### src/pkg/adc_seq_pkg.sv
/*
  shared constants and types of the converter sequencer.
  assumes an ahb-lite slave of 32-bit words and a 200 MHz hclk.
*/
package adc_seq_pkg;
  // ==========================================================
  // register byte offsets
  localparam logic [7:0] off_mode_zero = 8'h00;
  localparam logic [7:0] off_mode_one = 8'h04;
  localparam logic [7:0] off_chan_sel = 8'h08;
  localparam logic [7:0] off_result = 8'h0c;
  localparam logic [7:0] off_result_high = 8'h10;
  localparam logic [7:0] off_status = 8'h14;
  // ==========================================================
  // field positions in converter_mode_reg_zero
  localparam int bit_power_on = 0;
  localparam int bit_run = 1;
  localparam int bit_wait_mode = 2;
  localparam int bit_scan_mode = 3;
  localparam int bit_one_shot = 4;
  // trigger-source field in converter_mode_reg_one
  localparam int trig_src_lsb = 0;
  localparam int trig_src_w = 2;
  // ==========================================================
  // timing
  localparam int clk_mhz = 200;
  localparam int stab_time_ns = 1000;
  localparam int stab_cycles = (stab_time_ns * clk_mhz + 999) / 1000;
  localparam int conv_cycles_dflt = 32;
  localparam int scan_slots = 4;
  // ==========================================================
  // sequencer states
  typedef enum logic [1:0] {
    st_stop,
    st_conv_standby,
    st_trig_standby,
    st_converting
  } seq_state_t;
endpackage

### src/pkg/result_if.sv
/*
  carrier between the sequencer and its result store.
  assumes one writer and one reader on hclk.
*/
`timescale 1ns/1ps
interface result_if #(parameter int width = 10);
  logic wr_en;
  logic [width-1:0] wr_data;
  logic [width-1:0] rd_data;
  modport writer (output wr_en, output wr_data, input rd_data);
  modport store (input wr_en, input wr_data, output rd_data);
endinterface

### src/hw/result_store.sv
/*
  holds the last conversion result in a register.
  assumes writes come one per conversion end.
*/
`timescale 1ns/1ps
module result_store #(
  parameter int width = 10
) (
  // clock and reset
  input wire logic hclk,
  input wire logic hresetn,
  // result carrier
  result_if.store res
);
  typedef struct packed {
    logic [width-1:0] data;
  } store_t;
  store_t s_q, s_d;
  // ==========================================================
  // next state
  always_comb begin
    s_d = s_q;
    if (res.wr_en) begin
      s_d.data = res.wr_data;
    end
  end
  always_ff @(posedge hclk or negedge hresetn) begin
    if (!hresetn) begin
      s_q <= '0;
    end else begin
      s_q <= s_d;
    end
  end
  assign res.rd_data = s_q.data;
endmodule // result_store

### src/hw/adc_hw_trigger_sequencer.sv
/*
  hardware-triggered sequencer of a successive-approximation converter,
  with its registers on ahb-lite.
  assumes the analog core converts while conv_active is high and hands
  back a sample with conv_data; triggers are one-cycle pulses on hclk.
*/
// Added by the designer: the register offsets and the AHB-Lite register port.
`timescale 1ns/1ps
// Contract
// no-wait: power on goes to conversion standby
// software waits stabilisation before setting run
// no-wait run only arms trigger standby
// scan converts slots zero to three
// each end stores result, pulses done irq
// no-wait scan one-shot keeps run, standby
// scan trigger mid-conversion restarts slot zero
// channel write mid-conversion restarts conversion
// run write one mid-conversion restarts
// no-wait run clear aborts to standby
// power off stops; no-wait triggers ignored without run
// wait mode power on enters trigger standby
// wait trigger sets run and starts
// wait select sequential chains conversions
// wait one-shot clears run and stops
// wait scan sequential restarts scan
// wait run clear aborts, stops converter
// wait mode ignores triggers without power
// select converts only the selected input
// software picks trigger source in mode one
// mode bits sampled at each decision
module adc_hw_trigger_sequencer #(
  parameter int res_width = 10,
  parameter int chan_width = 5,
  parameter int conv_cycles = adc_seq_pkg::conv_cycles_dflt
) (
  // clock and reset
  input wire logic hclk,
  input wire logic hresetn,
  // ahb-lite slave
  input wire logic hsel,
  input wire logic [31:0] haddr,
  input wire logic [1:0] htrans,
  input wire logic hwrite,
  input wire logic [2:0] hsize,
  input wire logic [31:0] hwdata,
  input wire logic hready,
  output logic [31:0] hrdata,
  output logic hreadyout,
  output logic hresp,
  // hardware trigger sources
  input wire logic [3:0] trig_events,
  // analog core
  output logic conv_active,
  output logic conv_abort,
  output logic [chan_width-1:0] conv_channel,
  input wire logic [res_width-1:0] conv_data,
  output logic converter_powered,
  // interrupt request
  output logic conversion_done_irq
);
  initial begin
    if (res_width < 1 || res_width > 16 || chan_width < 1 || chan_width > 8 ||
        conv_cycles < 2 || conv_cycles > 65535) begin
      $error("adc_hw_trigger_sequencer: unsupported parameter");
    end
  end

  typedef struct packed {
    adc_seq_pkg::seq_state_t st;
    logic power_on;
    logic run;
    logic wait_mode;
    logic scan_mode;
    logic one_shot;
    logic [adc_seq_pkg::trig_src_w-1:0] trig_src;
    logic [chan_width-1:0] chan_sel;
    logic [1:0] slot;
    logic [15:0] cnt;
    logic done;
    logic abort;
    logic ph_valid;
    logic ph_write;
    logic [7:0] ph_addr;
    logic [31:0] rdata;
  } seq_t;

  seq_t s_q, s_d;
  result_if #(.width(res_width)) res ();

  result_store #(.width(res_width)) u_store (
    .hclk(hclk),
    .hresetn(hresetn),
    .res(res)
  );

  // ==========================================================
  // helpers
  function automatic logic [chan_width-1:0] slot_chan(input logic [chan_width-1:0] base,
                                                      input logic [1:0] slot,
                                                      input logic scan);
    slot_chan = scan ? base + chan_width'(slot) : base;
  endfunction

  function automatic logic addr_is(input logic [7:0] a, input logic [7:0] off);
    addr_is = (a == off);
  endfunction

  logic trig;
  logic wr_now;
  logic wr_zero;
  logic wr_chan;
  logic conv_end;
  logic [31:0] wd;
  logic new_run;
  logic new_power;

  assign trig = trig_events[s_q.trig_src];
  assign wd = hwdata;
  assign wr_now = s_q.ph_valid && s_q.ph_write;
  assign wr_zero = wr_now && addr_is(s_q.ph_addr, adc_seq_pkg::off_mode_zero);
  assign wr_chan = wr_now && addr_is(s_q.ph_addr, adc_seq_pkg::off_chan_sel);
  assign conv_end = (s_q.st == adc_seq_pkg::st_converting) &&
                    (s_q.cnt == 16'(conv_cycles - 1));
  assign new_run = wd[adc_seq_pkg::bit_run];
  assign new_power = wd[adc_seq_pkg::bit_power_on];

  // ==========================================================
  // next state
  always_comb begin
    s_d = s_q;
    s_d.done = 1'b0;
    s_d.abort = 1'b0;
    // bus address phase
    s_d.ph_valid = hsel && hready && htrans[1];
    s_d.ph_write = hwrite;
    s_d.ph_addr = haddr[7:0];
    if (hsel && hready && htrans[1] && !hwrite) begin
      unique case (haddr[7:0])
        adc_seq_pkg::off_mode_zero: s_d.rdata = 32'({s_q.one_shot, s_q.scan_mode,
                                                     s_q.wait_mode, s_q.run, s_q.power_on});
        adc_seq_pkg::off_mode_one: s_d.rdata = 32'(s_q.trig_src);
        adc_seq_pkg::off_chan_sel: s_d.rdata = 32'(s_q.chan_sel);
        adc_seq_pkg::off_result: s_d.rdata = 32'(res.rd_data);
        adc_seq_pkg::off_result_high: s_d.rdata = 32'(res.rd_data >> 8);
        adc_seq_pkg::off_status: s_d.rdata = {28'h0000000, s_q.slot, s_q.st};
        default: s_d.rdata = 32'h00000000;
      endcase
    end
    // conversion timing
    if (s_q.st == adc_seq_pkg::st_converting) begin
      s_d.cnt = s_q.cnt + 16'h0001;
    end
    // conversion end and its follow-up
    if (conv_end) begin
      s_d.done = 1'b1;
      s_d.cnt = '0;
      if (s_q.scan_mode && s_q.slot != 2'(adc_seq_pkg::scan_slots - 1)) begin
        s_d.slot = s_q.slot + 2'h1;
      end else begin
        s_d.slot = '0;
        if (!s_q.one_shot) begin
          s_d.st = adc_seq_pkg::st_converting; // see R14
        end else if (s_q.wait_mode) begin
          s_d.run = 1'b0;
          s_d.st = adc_seq_pkg::st_stop;
        end else begin
          s_d.st = adc_seq_pkg::st_conv_standby;
        end
      end
    end
    // hardware trigger, qualified by power, and by run only for a no-wait start from standby
    if (trig && s_q.power_on) begin
      if (s_q.wait_mode && s_q.st == adc_seq_pkg::st_trig_standby) begin
        s_d.run = 1'b1;
        s_d.st = adc_seq_pkg::st_converting;
        s_d.slot = '0;
        s_d.cnt = '0;
      end else if (s_q.run && !s_q.wait_mode &&
                   (s_q.st == adc_seq_pkg::st_trig_standby ||
                    s_q.st == adc_seq_pkg::st_conv_standby)) begin
        s_d.st = adc_seq_pkg::st_converting;
        s_d.slot = '0;
        s_d.cnt = '0;
      end else if (s_q.st == adc_seq_pkg::st_converting) begin
        s_d.abort = 1'b1;
        s_d.done = 1'b0;
        s_d.st = adc_seq_pkg::st_converting;
        s_d.slot = '0;
        s_d.cnt = '0;
      end
    end
    // register writes
    if (wr_chan) begin
      s_d.chan_sel = wd[chan_width-1:0];
      if (s_q.st == adc_seq_pkg::st_converting) begin
        s_d.abort = 1'b1;
        s_d.done = 1'b0;
        s_d.st = adc_seq_pkg::st_converting;
        s_d.slot = '0;
        s_d.cnt = '0;
      end
    end
    if (wr_now && addr_is(s_q.ph_addr, adc_seq_pkg::off_mode_one)) begin
      s_d.trig_src = wd[adc_seq_pkg::trig_src_lsb +: adc_seq_pkg::trig_src_w];
    end
    if (wr_zero) begin
      s_d.wait_mode = wd[adc_seq_pkg::bit_wait_mode];
      s_d.scan_mode = wd[adc_seq_pkg::bit_scan_mode];
      s_d.one_shot = wd[adc_seq_pkg::bit_one_shot];
      s_d.power_on = new_power;
      s_d.run = new_run && new_power;
      if (!new_power) begin
        s_d.run = 1'b0;
        s_d.st = adc_seq_pkg::st_stop;
        s_d.abort = (s_q.st == adc_seq_pkg::st_converting);
        s_d.done = 1'b0;
      end else if (s_q.st == adc_seq_pkg::st_stop) begin
        s_d.run = 1'b0;
        s_d.st = wd[adc_seq_pkg::bit_wait_mode] ? adc_seq_pkg::st_trig_standby
                                                : adc_seq_pkg::st_conv_standby;
      end else if (s_q.st == adc_seq_pkg::st_converting) begin
        s_d.done = 1'b0;
        s_d.abort = 1'b1;
        s_d.slot = '0;
        s_d.cnt = '0;
        if (new_run) begin
          s_d.st = adc_seq_pkg::st_converting;
        end else if (s_q.wait_mode) begin
          s_d.st = adc_seq_pkg::st_trig_standby;
          s_d.power_on = 1'b0;
        end else begin
          s_d.st = adc_seq_pkg::st_conv_standby;
        end
      end else if (!s_q.wait_mode) begin
        // run arms trigger standby, run clear falls back to conversion standby
        s_d.st = new_run ? adc_seq_pkg::st_trig_standby
                         : adc_seq_pkg::st_conv_standby;
      end else begin
        s_d.run = 1'b0;
      end
    end
  end

  always_ff @(posedge hclk or negedge hresetn) begin
    if (!hresetn) begin
      s_q <= '{st: adc_seq_pkg::st_stop, default: '0};
    end else begin
      s_q <= s_d;
    end
  end

  // ==========================================================
  // outputs
  // store takes the sample at the edge ending the conversion, before the slot moves on
  assign res.wr_en = s_d.done;
  assign res.wr_data = conv_data;
  assign hrdata = s_q.rdata;
  assign hreadyout = 1'b1;
  assign hresp = 1'b0;
  assign conv_active = (s_q.st == adc_seq_pkg::st_converting);
  assign conv_abort = s_q.abort;
  assign conv_channel = slot_chan(s_q.chan_sel, s_q.slot, s_q.scan_mode);
  assign converter_powered = s_q.power_on;
  assign conversion_done_irq = s_q.done;
endmodule // adc_hw_trigger_sequencer

### config.mk
export PLATFORM = sky130hd
export DESIGN_NAME = adc_hw_trigger_sequencer
export DESIGN_NICKNAME = d
export VERILOG_FILES = /design/src/pkg/adc_seq_pkg.sv /design/src/pkg/result_if.sv /design/src/hw/result_store.sv /design/src/hw/adc_hw_trigger_sequencer.sv
export SDC_FILE = /design/constraint.sdc
export NUM_CORES = 1
export LEC_CHECK = 0
export ABC_AREA = 1
export BUFFER_PORTS_ARGS = -buffer_cell sky130_fd_sc_hd__buf_2
export CORE_UTILIZATION = 46
export DETAILED_ROUTE_END_ITERATION = 10
export GPL_TIMING_DRIVEN = 0
export PLACE_DENSITY = 0.85
export SLEW_MARGIN = 20
export SYNTH_ARGS = -nofsm -noshare
export SYNTH_HDL_FRONTEND = slang
export SYNTH_HIERARCHICAL = 1
export SYNTH_SLANG_ARGS = --single-unit
### constraint.sdc
create_clock -name hclk -period 1.9 [get_ports hclk]
set_input_delay 0.095 -clock hclk [delete_from_list [all_inputs] [get_ports hclk]]
set_output_delay 0.095 -clock hclk [all_outputs]
set_load 0.005 [all_outputs]
Word-level counts from Yosys, hierarchy flattened
Cells that the tools add are included.
- $add $sub $neg: 3
- $mul: 0
- divide/modulo/power cells: 0
- order comparisons: 1
- eq/ne operators: 12
- shifts and indexed selects: 0
- mux-type cells: 54
- bitwise logic cells: 0
- reduce and logical (&&, ||, !) cells: 20
- operators with widths (kind ; count):
    20-bit two-way mux ; 7
    10-bit case mux with 6 select lines ; 1
    18-bit two-way mux ; 3
    2-bit two-way mux ; 21
    8-bit by 4-bit == test with 1-bit output, second input constant ; 3
    19-bit two-way mux ; 1
    1-bit two-way mux ; 17
    16-bit by 1-bit adder with 16-bit output, second input constant ; 1
    16-bit by 5-bit == test with 1-bit output, second input constant ; 1
    8-bit by 3-bit == test with 1-bit output, second input constant ; 2
    8-bit by 5-bit == test with 1-bit output, second input constant ; 2
    8-bit logical NOT ; 2
    16-bit two-way mux ; 1
    1-bit logical AND ; 14
    7-bit two-way mux ; 1
    5-bit by 2-bit adder with 5-bit output ; 1
    5-bit two-way mux ; 1
    2-bit == test, second input constant ; 2
    2-bit by 3-bit less-than comparator with 1-bit output, second input constant ; 1
    2-bit by 1-bit adder with 2-bit output, second input constant ; 1
    1-bit binary-select mux with 2-bit select ; 1
    2-bit by 1-bit == test with 1-bit output, second input constant ; 1
    1-bit logical NOT ; 2
    2-bit logical NOT ; 1
    other kinds (2) ; 2
- register bits after elaboration: 86
- bits in latches: 0
- memory bits (writable): 0
- memory bits (read-only): 0
- input port bits: 88
- memories: 0

Longest topological paths before layout
- word-level depth: 15
- mapped depth: 17
- depth with buffers taken out: 16

Hierarchy
The synthesis kept the hierarchy.
- by module, submodules not included (module ; instances ; cells an instance ; area an instance (um^2) ; seq. area each (um^2)):
    adc_hw_trigger_sequencer ; 1 ; 455 ; 3458.3 ; 1351.3
    result_store ; 1 ; 42 ; 377.9 ; 250.2

Worst setup path after synthesis
Ideal clock, no wire load.
- path type: register -> register
- start point: reg s_q[74] in the netlist's numbering
- end point: reg u_store.s_q, in the netlist u_store/res.rd_data[0]
- setup time: 0.117 ns
- arrival: 1.893 ns
- setup slack: -0.111 ns
- cell stages (with the launch flop): 12
- period minus slack after synthesis: 2.011 ns
- path through: dfrtp_1 -> ha_1 -> buf_4 -> nand2_2 -> inv_2 -> nand2_1 -> nor2_2 -> nand2_2 -> nor4_1 -> inv_2 -> nand2_1 -> nand2_1
- cells in the longest elaborated chain, start to end: 13
- elaborated cells on any way between the ends: 19
- classes of those cells: eq/ne (3); mux (11); reduce/logical (5)
- ends and longest elaborated chain (element ; line ; source):
    start, declared ; adc_hw_trigger_sequencer.sv:87 ; seq_t s_q, s_d;
    start signal, assigned ; adc_hw_trigger_sequencer.sv:246 ; s_q <= '{st: adc_seq_pkg::st_stop, default: '0};
    start signal, assigned ; adc_hw_trigger_sequencer.sv:248 ; s_q <= s_d;
    2-bit == test (*) ; -- ;
    named net conv_active ; adc_hw_trigger_sequencer.sv:53 ; output logic conv_active,
    1-bit logical AND ; adc_hw_trigger_sequencer.sv:122 ; assign conv_end = (s_q.st == adc_seq_pkg::st_converting) &&
    19-bit two-way mux ; adc_hw_trigger_sequencer.sv:154 ; if (conv_end) begin
    20-bit two-way mux ; adc_hw_trigger_sequencer.sv:184 ; end else if (s_q.st == adc_seq_pkg::st_converting) begin
    2-bit two-way mux ; adc_hw_trigger_sequencer.sv:178 ; end else if (s_q.run && !s_q.wait_mode &&
    2-bit two-way mux ; adc_hw_trigger_sequencer.sv:173 ; if (s_q.wait_mode && s_q.st == adc_seq_pkg::st_trig_standby) begin
    20-bit two-way mux ; adc_hw_trigger_sequencer.sv:172 ; if (trig && s_q.power_on) begin
    20-bit two-way mux ; adc_hw_trigger_sequencer.sv:195 ; if (s_q.st == adc_seq_pkg::st_converting) begin
    20-bit two-way mux ; adc_hw_trigger_sequencer.sv:193 ; if (wr_chan) begin
    20-bit two-way mux ; adc_hw_trigger_sequencer.sv:221 ; end else if (s_q.st == adc_seq_pkg::st_converting) begin
    20-bit two-way mux ; adc_hw_trigger_sequencer.sv:217 ; end else if (s_q.st == adc_seq_pkg::st_stop) begin
    2-bit two-way mux ; adc_hw_trigger_sequencer.sv:212 ; if (!new_power) begin
    20-bit two-way mux (*) ; adc_hw_trigger_sequencer.sv:206 ; if (wr_zero) begin
    named net res.wr_en ; result_if.sv:7 ; logic wr_en;
    end signal, assigned ; result_store.sv:29 ; s_q <= '0;
    end signal, assigned ; result_store.sv:31 ; s_q <= s_d;
    end, declared ; result_store.sv:18 ; store_t s_q, s_d;
The timed path passes the listed nets; every way through them passes the cells marked *.
A chain may end at the register's enable or synchronous reset.

Worst setup path after layout
- start point: reg s_q[60] in the netlist's numbering
- end point: out conv_channel[2]
- cells in the longest elaborated chain, start to end: 2
- ends and longest elaborated chain (element ; line ; source):
    5-bit by 2-bit adder with 5-bit output ; adc_hw_trigger_sequencer.sv:101 ; slot_chan = scan ? base + chan_width'(slot) : base;
    5-bit two-way mux ; adc_hw_trigger_sequencer.sv:101 ;
    end, declared ; adc_hw_trigger_sequencer.sv:55 ; output logic [chan_width-1:0] conv_channel,
Every way passes these cells.

==> flow_summary.yaml <==
status:
  run_status: "finished with violations"
  failed_checks: "setup timing"
routing:
  ant_nets: 0
  route.detailed.vias_per_inst: 5.34
  dr_total_vias: 3991
  first_iter_violations: 415
  wire_per_inst_um: 14.8
  dr.pass1.iters: 5
  wl_mm: 11.0
  route.detailed.drc: 0
power_and_ir_drop:
  irDropWorstVdd_mv: 0.539
  power_per_cell_area_nw_per_um2: 579
  switching_share_pct: 28.4
  power_frac_comb_pct: 17.0
  power_report.internal_total_w: 0.00220
  seqPwrFrac_pct: 46.9
  final_total_power_w: 0.00307
  p_leak_nw: 2.78
  clock_power_share_pct: 36.1
  netSwitchingPower_w: 0.000872
critical_path:
  crit_path_end_kind: "output port"
  crit_type: "reg2out"
  endpoint_required_time_on_the_critical_path_ns: 1.80
  startpoint_type: "flop"
  reg2regPathDepth: 13
  timing.critical_path.arrival_ns: 1.95
  path_max_fanout: 2
worst_hold_path:
  min-delay-path-class: "in2reg"
  whs_path_depth: 2
sta:
  setup_slack_ns: -0.146
  period_utilisation_layout_pct: 108
  fin_crit_ns: 2.05
  totalNegativeSetupSlack_ns: -1.23
  clock_skew_after_layout_ns: 0.0164
  max_freq_mhz: 489
  setup_viols_final: 14
  finalMaxSlewViolations: 0
  rsz0062_at_grt: "true"
  hold_viol_final: 0
layout:
  area_growth_syn_to_layout_pct: 38.1
  layout.cell_area.non_filler_um2: 5300
  layout_common_cells: "112 x sky130_fd_sc_hd__nand2_1, 64 x sky130_fd_sc_hd__buf_4, 61 x sky130_fd_sc_hd__dfrtp_1"
  ratio_of_cells_with_drive_above_1_in_the_final_layout_pct: 33.6
  fin_util_pct: 67.1
  layout.cells.most_common: "sky130_fd_sc_hd__nand2_1"
  nNetsFinal: 738
  n_antenna_cell: 0
global_route:
  overflow: 0
  grt_pass1_vias: 3796
  grt_antenna_before_repair: 0
  grt_start_max_net_pins: 57
  grt_first_pass_wirelength_mm: 16.5
  grt_util_all_layers_pct: 24.4
clock_tree:
  clock_sinks: 64
  cts_tree: "yes"
  cts-root-buf: "sky130_fd_sc_hd__clkbuf_8"
  ctsHtreeMaxLevel: 3
  tritoncts_buffer_count: 9
  worstSkewPairLatency_ns: 0.36
  worst_setup_hold_path_clk_slew_ns: 0.07
  cts-root-to-sink-buffers: 2
place:
  gp_congestion: 0.909
  detailed_place_hpwl_mm: 6.56
  place_area_um2: 4340
  placement.io_buffers: 51
synth:
  syn_area_um2: 3840
  ys.warnings.count: 6
  synth_area_leaders: "sky130_fd_sc_hd__dfrtp_1 42%, sky130_fd_sc_hd__nand2_1 13%, sky130_fd_sc_hd__buf_4 6.8%"
  synthesized_netlist_cell_count: 497
  yosysTopAreaCellShare_pct: 41.7
  ys.flop_type: "sky130_fd_sc_hd__dfrtp_1"
  async_reset_ff_share_pct: 100
  yosys.area.top_type: "sky130_fd_sc_hd__dfrtp_1"
  synth_seq_area_share_pct: 41.7
  synth_enable_flop_cells: 0
  ys_seq_elements: 64
  synth_area_per_cell_um2: 7.72
  netlist-cell-type-count: 42
floorplanning:
  die-width_um: 93.3
  initial_utilization_pct: 48.6
  die_area_um2: 8710
  floorplan.core_area_um2: 7890
  io-pin-count: 131
  floorplan.rows: 32
  die_h_um: 93.3
job:
  max_capacitance_violation_count: 0
-- per-layer routing --
| metal | up-vias | track usage (%) | part of all wire, % |
|---|---|---|---|
| li1 | 1845 | - | - |
| met1 | 1899 | 26.3 | 36 |
| met2 | 206 | 45.5 | 54 |
| met3 | 41 | 6.34 | 7.4 |
| met4 | 0 | 8.97 | 2.8 |
| met5 | - | 0 | 0 |
-- final timing paths --
check / startpoint / endpoint / slack (ns)
hold reg to reg: u_store/res.rd_data[7] / u_store/res.rd_data[7] / 0.48
hold / removal: hsel / s_q[41] / 0.01
min in group asynchronous: hresetn / s_q[48] / 0.10
setup / recovery: s_q[60] / conv_channel[2] / -0.15
max in group asynchronous: hresetn / s_q[67] / 1.27
setup reg to reg: s_q[75] / s_q[74] / -0.14
-- synth_stat cells, drive strengths merged (2+ instances only) --
cell type	number
nand2	142
inv	67
nand4	12
conb	2
o22ai	8
nand3	32
a31oi	2
buf	37
xor2	3
or2	4
nor4	3
a21oi	14
nor2	32
nor3	12
ha	9
a211oi	2
o31ai	3
clkbuf	2
nor3b	3
o21ai	34
dfrtp	64
-- sequential cells by signal (all words and copies together), names as in the netlist --
| name | count |
|---|---|
| conv_abort | 1 |
| conversion_done_irq | 1 |
| converter_powered | 1 |
| hrdata | 10 |
| s_q | 41 |
| u_store/res.rd_data | 10 |
-- worst max-delay path: stages (launching register included) --
cell,delay [ns]
sky130_fd_sc_hd__dfrtp_1,0.38
sky130_fd_sc_hd__ha_2,0.21
sky130_fd_sc_hd__inv_2,0.04
sky130_fd_sc_hd__fa_2,0.32
sky130_fd_sc_hd__or2_4,0.25
sky130_fd_sc_hd__buf_6,0.12
sky130_fd_sc_hd__xor2_1,0.11
sky130_fd_sc_hd__inv_1,0.05
sky130_fd_sc_hd__buf_2,0.12
-- power by group through the flow --
stage | combinational (W) | clock, W | sequential, W
after global routing | 0.000572 | 0.00118 | 0.00144
after CTS | 0.000448 | 0.00110 | 0.00143
final | 0.000522 | 0.00111 | 0.00144
after floorplan | 0.000229 | 0 | 0.00145
after global placement | 0.000349 | 0 | 0.00146
after detailed placement | 0.000368 | 0 | 0.00146
-- kinds of logic after synthesis --
group | after synthesis | share of synthesized area, %
fa+ha+maj | 10 | 3.46
other cells | 2 | 0.196
buf+inv | 107 | 14.4
flops | 64 | 41.7
simple gates | 242 | 29.0
compound gates | 69 | 10.5
xor+xnor | 3 | 0.685
-- layout make-up --
cell class	count	area, µm²
repair inverters	1	7.51
plain buffers	38	289
well taps	102	128
flip-flops and latches	64	1610
repair buffers	110	801
clock inverters	4	28.8
fillers	564	2590
multi-input cells	348	2010
inverters	68	275
clock buffers	12	155
-- stage by stage --
step | setup slack (ns) | instances | hold slack (ns)
global route | -0.245 | 747 | 0.00880
detailed placement | -0.408 | 673 | -0.0613
CTS | -0.168 | 728 | 0.00597
global placement | -0.342 | 672 | 0.218
finish | -0.146 | 747 | 0.0113
floorplan | 0.0271 | 519 | -0.201
-- repair_timing --
action	4_1_cts	5_1_grt
hold buffers	23	0
buffers inserted	14	20
gates resized for setup	39	43
endpoints found under the hold margin	88	0
pin swaps	20	20
cloned	2	0
endpoints found under the setup margin	30	30
Power figures use the tool's default switching activity.
